### config.mk
export PLATFORM = sky130hd
export DESIGN_NAME = eei_top
export DESIGN_NICKNAME = d
export VERILOG_FILES = /design/src/eei_pkg.sv /design/src/eei_top.sv
export SDC_FILE = /design/constraint.sdc
export NUM_CORES = 1
export LEC_CHECK = 0
export ABC_AREA = 1
export ABC_CLOCK_PERIOD_IN_PS = 3700
export BUFFER_PORTS_ARGS = -buffer_cell sky130_fd_sc_hd__buf_2
export CAP_MARGIN = 20
export CORE_UTILIZATION = 50
export CTS_BUF_LIST = sky130_fd_sc_hd__clkbuf_4
export CTS_CLUSTER_SIZE = 12
export DETAILED_ROUTE_END_ITERATION = 6
export PLACE_DENSITY = 0.82
export SLEW_MARGIN = 0
export SYNTH_ARGS = -nofsm -noshare
export SYNTH_HDL_FRONTEND = slang
export SYNTH_SLANG_ARGS = --single-unit
### constraint.sdc
create_clock -name clk -period 3.7 [get_ports clk]
set_input_delay 1.11 -clock clk [delete_from_list [all_inputs] [get_ports clk]]
set_output_delay 1.11 -clock clk [all_outputs]
set_load 0.05 [all_outputs]
### src/eei_pkg.sv
// constants for the external edge interrupt block
package eei_pkg;
  localparam int          EEI_NIN     = 19;
  localparam int          EEI_AW      = 5;
  localparam int          EEI_DW      = 32;
  localparam int          EEI_PA_W    = 16;
  localparam int          EEI_PB_W    = 16;
  localparam int          EEI_PC_W    = 12;
  localparam int          EEI_L0_W    = 16;
  localparam int          EEI_PIN_W   = 60;
  localparam int          EEI_L1_BIT  = 16;
  localparam int          EEI_L2_BIT  = 17;
  localparam int          EEI_L3_BIT  = 18;
  localparam int          EEI_L0_MSB  = 15;
  localparam int          EEI_S1_LSB  = 0;
  localparam int          EEI_S2_LSB  = 4;
  localparam int          EEI_S3_LSB  = 8;
  localparam int          EEI_SEL_W   = 4;
  localparam int          EEI_RDY_N   = 3;
  localparam logic [4:0]  EEI_OFS_EN   = 5'h00;
  localparam logic [4:0]  EEI_OFS_RISE = 5'h04;
  localparam logic [4:0]  EEI_OFS_FALL = 5'h08;
  localparam logic [4:0]  EEI_OFS_FLAG = 5'h0C;
  localparam logic [4:0]  EEI_OFS_SEL  = 5'h10;
  localparam logic [31:0] EEI_EN_RST   = 32'h00000000;
  localparam logic [31:0] EEI_RISE_RST = 32'h00000000;
  localparam logic [31:0] EEI_FALL_RST = 32'h0007FFFF;
  localparam logic [31:0] EEI_FLAG_RST = 32'h00000000;
  localparam logic [31:0] EEI_SEL_RST  = 32'h00000000;
  localparam logic [31:0] EEI_IN_MASK  = 32'h0007FFFF;
  localparam logic [31:0] EEI_SEL_MASK = 32'h00000FFF;
  localparam logic [3:0]  EEI_L3_MAX   = 4'hB;
  localparam logic [3:0]  EEI_L2_RSV   = 4'h0;
endpackage

### src/eei_top.sv
// external edge interrupt controller with avalon-mm register slave
//
// The Avalon-MM register port is this design's own decision.
`timescale 1ns/1ps

module eei_top
  import eei_pkg::*;
(
  input  wire logic                  clk,
  input  wire logic                  reset_n,
  input  wire logic [EEI_AW-1:0]     avs_address,
  input  wire logic                  avs_read,
  input  wire logic                  avs_write,
  input  wire logic [EEI_DW-1:0]     avs_writedata,
  input  wire logic [3:0]            avs_byteenable,
  output logic      [EEI_DW-1:0]     avs_readdata,
  output logic                       avs_waitrequest,
  input  wire logic [EEI_L0_W-1:0]   line0_sub_input,
  input  wire logic [EEI_PA_W-1:0]   port_a_pin,
  input  wire logic [EEI_PB_W-1:0]   port_b_pin,
  input  wire logic [EEI_PC_W-1:0]   port_c_pin,
  input  wire logic                  standby,
  output logic      [3:0]            line_irq,
  output logic                       irq,
  output logic                       wake_req
);

  logic [EEI_DW-1:0]    line_interrupt_enable;
  logic [EEI_DW-1:0]    rising_edge_enable;
  logic [EEI_DW-1:0]    falling_edge_enable;
  logic [EEI_DW-1:0]    trigger_request_flags;
  logic [EEI_DW-1:0]    line_source_select;
  logic [EEI_PIN_W-1:0] pin_meta;
  logic [EEI_PIN_W-1:0] pin_sync;
  logic [EEI_NIN-1:0]   line_in;
  logic [EEI_NIN-1:0]   line_prev;
  logic [EEI_NIN-1:0]   line_valid;
  logic [EEI_NIN-1:0]   trig;
  logic [EEI_NIN-1:0]   rise_evt;
  logic [EEI_NIN-1:0]   fall_evt;
  logic [EEI_NIN-1:0]   level_hit;
  logic [EEI_NIN-1:0]   clr_hit;
  logic [EEI_RDY_N-1:0] primed;
  logic [EEI_NIN-1:0]   flag_bits;
  logic [EEI_DW-1:0]    be_mask;
  logic [3:0]           line1_source_field;
  logic [3:0]           line2_source_field;
  logic [3:0]           line3_source_field;
  logic                 wr_go;
  logic                 rd_take;

  // byte lanes to bit mask
  function automatic logic [31:0] lane_mask(input logic [3:0] be);
    lane_mask = {{8{be[3]}}, {8{be[2]}}, {8{be[1]}}, {8{be[0]}}};
  endfunction

  // byte-lane merge limited to implemented bits
  function automatic logic [31:0] merge(input logic [31:0] old,
                                        input logic [31:0] wd,
                                        input logic [3:0]  be,
                                        input logic [31:0] keep);
    logic [31:0] m;
    m     = lane_mask(be);
    merge = ((old & ~m) | (wd & m)) & keep;
  endfunction

  // address match for an accepted write
  function automatic logic hit(input logic [4:0] a, input logic [4:0] ofs);
    hit = (a == ofs);
  endfunction

  assign wr_go   = avs_write & ~avs_waitrequest;
  assign rd_take = avs_read & avs_waitrequest;
  assign be_mask = lane_mask(avs_byteenable);

  // bus handshake: one wait cycle per access
  always_ff @(posedge clk or negedge reset_n) begin
    if (!reset_n) begin
      avs_waitrequest <= 1'b1;
    end else if ((avs_read | avs_write) & avs_waitrequest) begin
      avs_waitrequest <= 1'b0;
    end else begin
      avs_waitrequest <= 1'b1;
    end
  end

  // read data captured in the wait cycle
  always_ff @(posedge clk or negedge reset_n) begin
    if (!reset_n) begin
      avs_readdata <= '0;
    end else if (rd_take) begin
      case (avs_address)
        EEI_OFS_EN:   avs_readdata <= line_interrupt_enable;
        EEI_OFS_RISE: avs_readdata <= rising_edge_enable;
        EEI_OFS_FALL: avs_readdata <= falling_edge_enable;
        EEI_OFS_FLAG: avs_readdata <= trigger_request_flags;
        EEI_OFS_SEL:  avs_readdata <= line_source_select;
        default:      avs_readdata <= '0;
      endcase
    end
  end

  // line enable register
  always_ff @(posedge clk or negedge reset_n) begin
    if (!reset_n) begin
      line_interrupt_enable <= EEI_EN_RST;
    end else if (wr_go && hit(avs_address, EEI_OFS_EN)) begin
      line_interrupt_enable <= merge(line_interrupt_enable, avs_writedata,
                                     avs_byteenable, EEI_IN_MASK);
    end
  end

  // rising edge enable register
  always_ff @(posedge clk or negedge reset_n) begin
    if (!reset_n) begin
      rising_edge_enable <= EEI_RISE_RST;
    end else if (wr_go && hit(avs_address, EEI_OFS_RISE)) begin
      rising_edge_enable <= merge(rising_edge_enable, avs_writedata,
                                  avs_byteenable, EEI_IN_MASK);
    end
  end

  // falling edge enable register
  always_ff @(posedge clk or negedge reset_n) begin
    if (!reset_n) begin
      falling_edge_enable <= EEI_FALL_RST;
    end else if (wr_go && hit(avs_address, EEI_OFS_FALL)) begin
      falling_edge_enable <= merge(falling_edge_enable, avs_writedata,
                                   avs_byteenable, EEI_IN_MASK);
    end
  end

  // source select register
  always_ff @(posedge clk or negedge reset_n) begin
    if (!reset_n) begin
      line_source_select <= EEI_SEL_RST;
    end else if (wr_go && hit(avs_address, EEI_OFS_SEL)) begin
      line_source_select <= merge(line_source_select, avs_writedata,
                                  avs_byteenable, EEI_SEL_MASK);
    end
  end

  assign line1_source_field = line_source_select[EEI_S1_LSB +: EEI_SEL_W];
  assign line2_source_field = line_source_select[EEI_S2_LSB +: EEI_SEL_W];
  assign line3_source_field = line_source_select[EEI_S3_LSB +: EEI_SEL_W];

  // two-stage pin synchroniser
  always_ff @(posedge clk or negedge reset_n) begin
    if (!reset_n) begin
      pin_meta <= '0;
      pin_sync <= '0;
    end else begin
      pin_meta <= {port_c_pin, port_b_pin, port_a_pin, line0_sub_input};
      pin_sync <= pin_meta;
    end
  end

  // detection held off until the synchroniser has filled
  always_ff @(posedge clk or negedge reset_n) begin
    if (!reset_n) begin
      primed <= '0;
    end else begin
      primed <= {primed[EEI_RDY_N-2:0], 1'b1};
    end
  end

  // source routing: line 0 takes all sub-inputs, lines 1..3 one pin each
  always_comb begin
    line_in    = '0;
    line_valid = '1;
    line_in[EEI_L0_MSB:0] = pin_sync[EEI_L0_W-1:0];
    line_in[EEI_L1_BIT] = pin_sync[EEI_L0_W + 32'(line1_source_field)];
    line_in[EEI_L2_BIT] =
      pin_sync[EEI_L0_W + EEI_PA_W + 32'(line2_source_field)];
    line_valid[EEI_L2_BIT] = (line2_source_field != EEI_L2_RSV);
    line_valid[EEI_L3_BIT] = (line3_source_field <= EEI_L3_MAX);
    if (line_valid[EEI_L3_BIT]) begin
      line_in[EEI_L3_BIT] =
        pin_sync[EEI_L0_W + EEI_PA_W + EEI_PB_W + 32'(line3_source_field)];
    end
  end

  always_ff @(posedge clk or negedge reset_n) begin
    if (!reset_n) begin
      line_prev <= '0;
    end else begin
      line_prev <= line_in;
    end
  end

  // edge qualification against the selected edge types
  always_comb begin
    rise_evt = line_in & ~line_prev & line_valid & {EEI_NIN{primed[EEI_RDY_N-1]}};
    fall_evt = ~line_in & line_prev & line_valid & {EEI_NIN{primed[EEI_RDY_N-1]}};
    trig = (rise_evt & rising_edge_enable[EEI_NIN-1:0])
         | (fall_evt & falling_edge_enable[EEI_NIN-1:0]);
    clr_hit = (wr_go && hit(avs_address, EEI_OFS_FLAG))
            ? (avs_writedata[EEI_NIN-1:0] & be_mask[EEI_NIN-1:0])
            : '0;
  end

  // sticky request flags, a new event wins over a clear
  genvar gi;
  generate
    for (gi = 0; gi < EEI_NIN; gi++) begin : g_flag
      always_ff @(posedge clk or negedge reset_n) begin
        if (!reset_n) begin
          flag_bits[gi] <= EEI_FLAG_RST[gi];
        end else if (trig[gi]) begin
          flag_bits[gi] <= 1'b1;
        end else if (clr_hit[gi]) begin
          flag_bits[gi] <= 1'b0;
        end
      end
    end
  endgenerate
  assign trigger_request_flags = {{(EEI_DW-EEI_NIN){1'b0}}, flag_bits};

  // per-line and combined interrupt requests
  always_ff @(posedge clk or negedge reset_n) begin
    if (!reset_n) begin
      line_irq <= '0;
      irq      <= 1'b0;
    end else begin
      line_irq[0] <= |(trigger_request_flags[EEI_L0_MSB:0]
                     & line_interrupt_enable[EEI_L0_MSB:0]);
      line_irq[1] <= trigger_request_flags[EEI_L1_BIT]
                     & line_interrupt_enable[EEI_L1_BIT];
      line_irq[2] <= trigger_request_flags[EEI_L2_BIT]
                     & line_interrupt_enable[EEI_L2_BIT];
      line_irq[3] <= trigger_request_flags[EEI_L3_BIT]
                     & line_interrupt_enable[EEI_L3_BIT];
      irq <= |(trigger_request_flags[EEI_NIN-1:0]
             & line_interrupt_enable[EEI_NIN-1:0]);
    end
  end

  // standby wake on level
  always_comb begin
    level_hit = (rising_edge_enable[EEI_NIN-1:0] & ~falling_edge_enable[EEI_NIN-1:0]
                 & line_in)
              | (falling_edge_enable[EEI_NIN-1:0] & ~line_in);
  end

  always_ff @(posedge clk or negedge reset_n) begin
    if (!reset_n) begin
      wake_req <= 1'b0;
    end else begin
      wake_req <= standby & |(level_hit & line_valid
                  & line_interrupt_enable[EEI_NIN-1:0]);
    end
  end
endmodule // eei_top

==> results.py, run 1 <==
metrics = {
    "grt": {
        "grt_pass1_vias": 7607,
        "grt_max_degree": 93,
        "grt-busiest-layer": "met2",
        "met1_usage_pct": 29.60,
        "track_usage_pct": 23.56,
        "grt_util_met3_pct": 6.821,
        "use_met2_pct": 37.32,
        "grt_pass1_wl_um": 37200,
        "grt_antenna_before_repair": 3,
        "grt-ovfl-total": 0,
    },
    "floorplan": {
        "die_y_um": 144.5,
        "die_area_um2": 20890,
        "pin_count": 145,
        "initial_utilization_pct": 51.53,
        "core-area_um2": 19720,
        "die_w_um": 144.5,
        "row_count": 51,
    },
    "setup_path": {
        "cp.arrival_ps": 1530,
        "crit_type": "reg -> out",
        "rrSetupSlack_ps": 1840,
        "cp_max_fo": 4,
        "path_buf_inv": 1,
        "worstReg2RegEnd": "wake_req$_DFF_PN0_",
        "path_cells": "buf_2",
        "rr_worst_depth": 13,
        "max_stage_delay_ps": 570,
        "cp-start-kind": "flip-flop",
        "cp.required_ps": 2590,
        "cp_top_family": "flip-flops",
        "end_kind": "primary output",
        "cpMaxStageDelayCell": "dfstp_2",
    },
    "min_path": {
        "hold_depth": 0,
        "worstHoldEndpoint": "pin_sync[25]$_DFF_PN0_",
        "hp-start": "pin_meta[25]$_DFF_PN0_",
        "min_path_type": "reg -> reg",
    },
    "power": {
        "leakagePower_uw": 0.005882,
        "irDropWorstVdd_mv": 0.2912,
        "p_per_area_nw_per_um2": 528.6,
    },
    "yosys": {
        "avgSynthCellArea_um2": 10.04,
        "ys_seq_area_share_pct": 63.30,
        "ys_types": 40,
        "ys_ff_latch": 256,
        "yosys_warnings": 0,
        "syn_area_um2": 10160,
        "syn_inst": 1012,
    },
    "clock_network": {
        "clock_sinks": 256,
        "clockBufferDepth": 3,
        "clkTransAtPathRegs_ps": 60,
        "clock_tree.htree_level_count": 3,
        "postCtsHoldBufs": 0,
        "cts_resized": 0,
        "cts_made_buffers": 67,
        "cts_setup_buffers": 0,
        "cts_root_buffer": "clkbuf_4",
        "insertion_delay_ps": 660,
        "cts_tree": "built",
    },
    "sta": {
        "slew_headroom_pct": 36.71,
        "finalCritPeriodShare_pct": 71.27,
        "period_needed_ps": 2637,
        "rsz0062_at_grt": "false",
        "fin_tns_setup_ps": 0,
        "worst_pin_slew_ps": 949.3,
        "report.final.slew_viol_count": 0,
        "finClkSkew_ps": 30.49,
        "final-hold-violation-count": 0,
        "max_freq_ghz": 0.3792,
        "final-setup-viol-count": 0,
    },
    "drt": {
        "drcViolationCount": 0,
        "drt_iter0_markers": 586,
        "vias_per_cell": 5.149,
        "vias": 7764,
        "routedWlPerCell_um": 15.32,
        "wirelength_um": 23100,
        "antenna_left": 0,
        "dr.pass1.iters": 5,
    },
    "layout": {
        "area_growth_pct": 16.65,
        "layout.cells.non_filler": 1508,
        "final_layout_size_suffix_gt1_share_pct": 24.96,
        "final_net_count": 1291,
    },
    "place": {
        "dpl.hpwl_um": 15370,
        "place.gp.congestion": 0.8530,
        "dp.cells": 1381,
        "portBuffers": 117,
    },
    "job": {
        "cap_violations": 0,
    },
    "status": {
        "outcome": "complete, no violations",
    },
}
## worst max-delay path by stage
stage / start / to / slack [ps] / depth (start not counted)
3_3_place_gp: avs_address[1] / flip-flop / 900 / 7
4_1_cts: avs_waitrequest$_DFF_PN1_ / avs_waitrequest / 1030 / 1
2_1_floorplan: avs_write / flag_bits[0]$_DFFE_PN0P_ / 1590 / 7
6_report: avs_waitrequest$_DFF_PN1_ / avs_waitrequest / 1060 / 1
3_5_place_dp: avs_address[1] / flip-flop / 890 / 7
5_1_grt: avs_waitrequest$_DFF_PN1_ / avs_waitrequest / 1010 / 1
## metal layers
layer,vias up,wire (um)
met2,309,11190
met5,-,13
met4,2,777
met3,77,1770
met1,3700,9348
li1,3676,-
## stage by stage
step / instance area, um^2 / hold WS, ps / setup WS, ps / utilization [%] / total power [uW]
finish: 11850 / 336.6 / 1063 / 60.11 / 6264
global route: 11840 / 341.3 / 1010 / 60.05 / 6576
CTS: 11840 / 336.8 / 1030 / 60.04 / 6344
detailed placement: 10920 / 334.7 / 885.5 / 55.40 / 3754
global placement: 10920 / 331.0 / 900.4 / 55.40 / 3731
floorplan: 10200 / 331.2 / 1592 / - / 3513
## where the power goes
part           internal (uW)  switching (uW)
Sequential              2990             123
Clock                   1450            1100
Combinational            178             422
Total                   4620            1650
## logic make-up (layout without fill, tap and decap cells)
| kind of cell | Yosys count | count (layout) | share of synthesized area (%) |
|---|---|---|---|
| AO/OA/AOI/OAI | 180 | 180 | 10.91 |
| other | 2 | 19 | 0.07392 |
| flip-flops | 256 | 256 | 63.30 |
| AND/OR/NAND/NOR | 431 | 431 | 18.67 |
| buffers and inverters | 143 | 357 | 7.044 |
## cells in the final DEF, fill, tap and decap left out, types with 4 or more instances in the layout
cell type	instances
a21boi_0	4
a21oi_1	18
a221oi_1	4
buf_2	116
buf_4	11
clkbuf_4	107
clkinv_1	11
conb_1	14
dfrtp_1	236
dfstp_2	20
diode_2	5
inv_1	99
inv_2	4
nand2_1	315
nand3_1	51
nand3_2	6
nand3_4	6
nor2_1	15
nor3_1	20
o2111ai_1	9
o21ai_0	84
o21ai_1	7
o21ai_2	16
o221ai_1	7
o22ai_1	22
or2_2	6
## cell type report
| type | instances | area, um^2 |
|---|---|---|
| fillers | 1627 | 7866 |
| clock buffers | 107 | 803.3 |
| well taps | 265 | 331.6 |
| multi-input cells | 625 | 3058 |
| clock inverters | 15 | 111.4 |
| diodes | 5 | 12.51 |
| flip-flops and latches | 256 | 6431 |
| repair buffers | 129 | 698.2 |
| inverters | 106 | 405.4 |
## cells in the mapped netlist (all sizes together)
master / number / share of area [%]
nand3: 63 / 4.1
and2: 2 / 0.12
o21ai: 107 / 5.9
a2111oi: 1 / 0.086
a21boi: 4 / 0.30
nor2: 19 / 0.85
nor3: 20 / 0.99
o221ai: 7 / 0.60
dfstp: 20 / 5.2
nand4: 4 / 0.39
inv: 103 / 3.9
a211oi: 2 / 0.15
clkbuf: 4 / 0.15
o2111ai: 9 / 0.78
o21bai: 1 / 0.074
or2: 6 / 0.37
dfrtp: 236 / 58
clkinv: 3 / 0.11
o211ai: 1 / 0.074
a21oi: 18 / 0.89
conb: 2 / 0.074
a221oi: 5 / 0.49
buf: 33 / 2.9
a22o: 3 / 0.26
nand2: 317 / 12
o22ai: 22 / 1.4
(Power assumes the default switching activity.)
==> run 2, diff against run 1 <==
- ABC_CLOCK_PERIOD_IN_PS: 3700 -> 2200
- PLACE_DENSITY: 0.82 -> 0.85
- clock period: 3.7 -> 2.2 ns (I/O delays scaled with it)
==> run 2 against run 1 <==
The flow now finishes with violations (design-rule violations). Utilization increased by 1.2 points. Setup slack got worse by 960 ps. Sequential share of layout area decreased by 1.0 points. Register-to-register slack got worse by 1500 ps. Sequential cell count unchanged.
==> results.py, run 2 (same netlist as run 1, synthesis figures left out) <==
metrics = {
    "clock_network": {
        "cts_made_buffers": 67,
        "clkTransAtPathRegs_ps": 60,
        "insertion_delay_ps": 670,
        "cts_root_buffer": "clkbuf_4",
        "clock_tree.htree_level_count": 3,
        "cts_resized": 0,
        "clock_sinks": 256,
        "cts_setup_buffers": 0,
        "clockBufferDepth": 3,
        "cts_tree": "built",
    },
    "sta": {
        "finClkSkew_ps": 38.51,
        "worst_slack_ps": 99.20,
        "max_freq_ghz": 0.4760,
        "finalCritPeriodShare_pct": 95.49,
        "fin_tns_setup_ps": 0,
        "final-hold-violation-count": 0,
        "final-setup-viol-count": 0,
        "worst_pin_slew_ps": 618.6,
        "report.final.slew_viol_count": 0,
        "slew_headroom_pct": 57.70,
        "rsz0062_at_grt": "false",
        "period_needed_ps": 2101,
    },
    "grt": {
        "track_usage_pct": 24.09,
        "grt_pass1_wl_um": 38270,
        "grt_antenna_before_repair": 3,
        "grt-ovfl-total": 0,
        "grt_max_degree": 53,
        "grt_pass1_vias": 7939,
    },
    "setup_path": {
        "end_kind": "primary output",
        "crit_type": "reg -> out",
        "path_cells": "buf_2",
        "cp.required_ps": 1540,
        "cp_top_family": "flip-flops",
        "cp_max_fo": 4,
        "cpMaxStageDelayCell": "dfstp_2",
        "cp-start-kind": "flip-flop",
        "max_stage_delay_ps": 550,
        "cp.arrival_ps": 1440,
        "path_buf_inv": 1,
    },
    "power": {
        "irDropWorstVdd_mv": 0.5342,
        "p_per_area_nw_per_um2": 900.6,
        "leakagePower_uw": 0.005988,
    },
    "place": {
        "portBuffers": 117,
        "dpl_cell_area_um2": 11090,
        "place.gp.congestion": 0.8480,
        "dpl.hpwl_um": 15510,
        "dp_slack_ps": -16.96,
        "dp.cells": 1393,
    },
    "job": {
        "cap_violations": 0,
    },
    "drt": {
        "antenna_left": 0,
        "routedWlPerCell_um": 15.32,
        "vias_per_cell": 5.196,
        "drcViolationCount": 5,
        "vias": 7893,
        "dr.pass1.iters": 7,
        "wirelength_um": 23280,
        "drt_iter0_markers": 770,
    },
    "floorplan": {
        "core-area_um2": 19720,
        "die_area_um2": 20890,
        "row_count": 51,
        "die_y_um": 144.5,
        "initial_utilization_pct": 51.53,
        "pin_count": 145,
        "die_w_um": 144.5,
    },
    "min_path": {
        "min_path_type": "in -> reg",
    },
    "layout": {
        "final_common_cell": "nand2_1",
        "layout.cells.non_filler": 1519,
        "area_growth_pct": 18.92,
        "final_cell_mix": "315 x nand2_1, 236 x dfrtp_1, 116 x buf_2",
        "final_net_count": 1304,
        "final_layout_size_suffix_gt1_share_pct": 25.30,
        "fin_area_um2": 12080,
    },
    "status": {
        "violations": "design-rule violations",
        "outcome": "finished with violations",
    },
}
run 2: final timing paths:
| path | slack [ps] | depth (start not counted) | to | start |
|---|---|---|---|---|
| min in group asynchronous | 540 | 2 | asynchronous set/reset pin | reset_n |
| worst max register to register | 380 | 13 | wake_req$_DFF_PN0_ | flip-flop |
| worst max-delay path | 100 | 1 | avs_waitrequest | avs_waitrequest$_DFF_PN1_ |
| worst min-delay path | 110 | 1 | pin_meta[8]$_DFF_PN0_ | line0_sub_input[8] |
| worst min register to register | 340 | 0 | pin_sync[49]$_DFF_PN0_ | pin_meta[49]$_DFF_PN0_ |
| max in group asynchronous | 1010 | 3 | avs_waitrequest$_DFF_PN1_ | reset_n |
run 2: final cells by class:
type	instances	area, um^2
multi-input combinational	625	3058
sequential	256	6431
antenna	1	2.502
fill	1577	7636
tap	265	331.6
inverter	106	405.4
clock buffer	101	758.2
timing repair buffer	142	873.3
clock inverter	23	221.5
run 2: what timing repair did:
item / CTS / global route
hold buffers: 1 / 0
setup endpoints to repair: 0 / 0
endpoints found under the hold margin: 40 / 0
run 2: layer usage:
| metal | global-route usage [%] | share of wire, % |
|---|---|---|
| met1 | 30.21 | 41 |
| met4 | 14.29 | 4.1 |
| met3 | 6.589 | 8.3 |
| met2 | 37.47 | 47 |
| met5 | 0 | 0.11 |
run 2: where the power goes:
part / switching (uW) / internal [uW]
Combinational: 735 / 321
Clock: 1910 / 2700
Sequential: 192 / 5020
run 2: per-stage QoR:
stage / total power (uW) / hold WS [ps] / utilization (%)
global placement: 6297 / 332.7 / 56.24
finish: 10880 / 107.1 / 61.27
floorplan: 5908 / 331.2 / -
global route: 11400 / 72.99 / 61.27
detailed placement: 6338 / 334.7 / 56.24
CTS: 10980 / 63.21 / 61.26
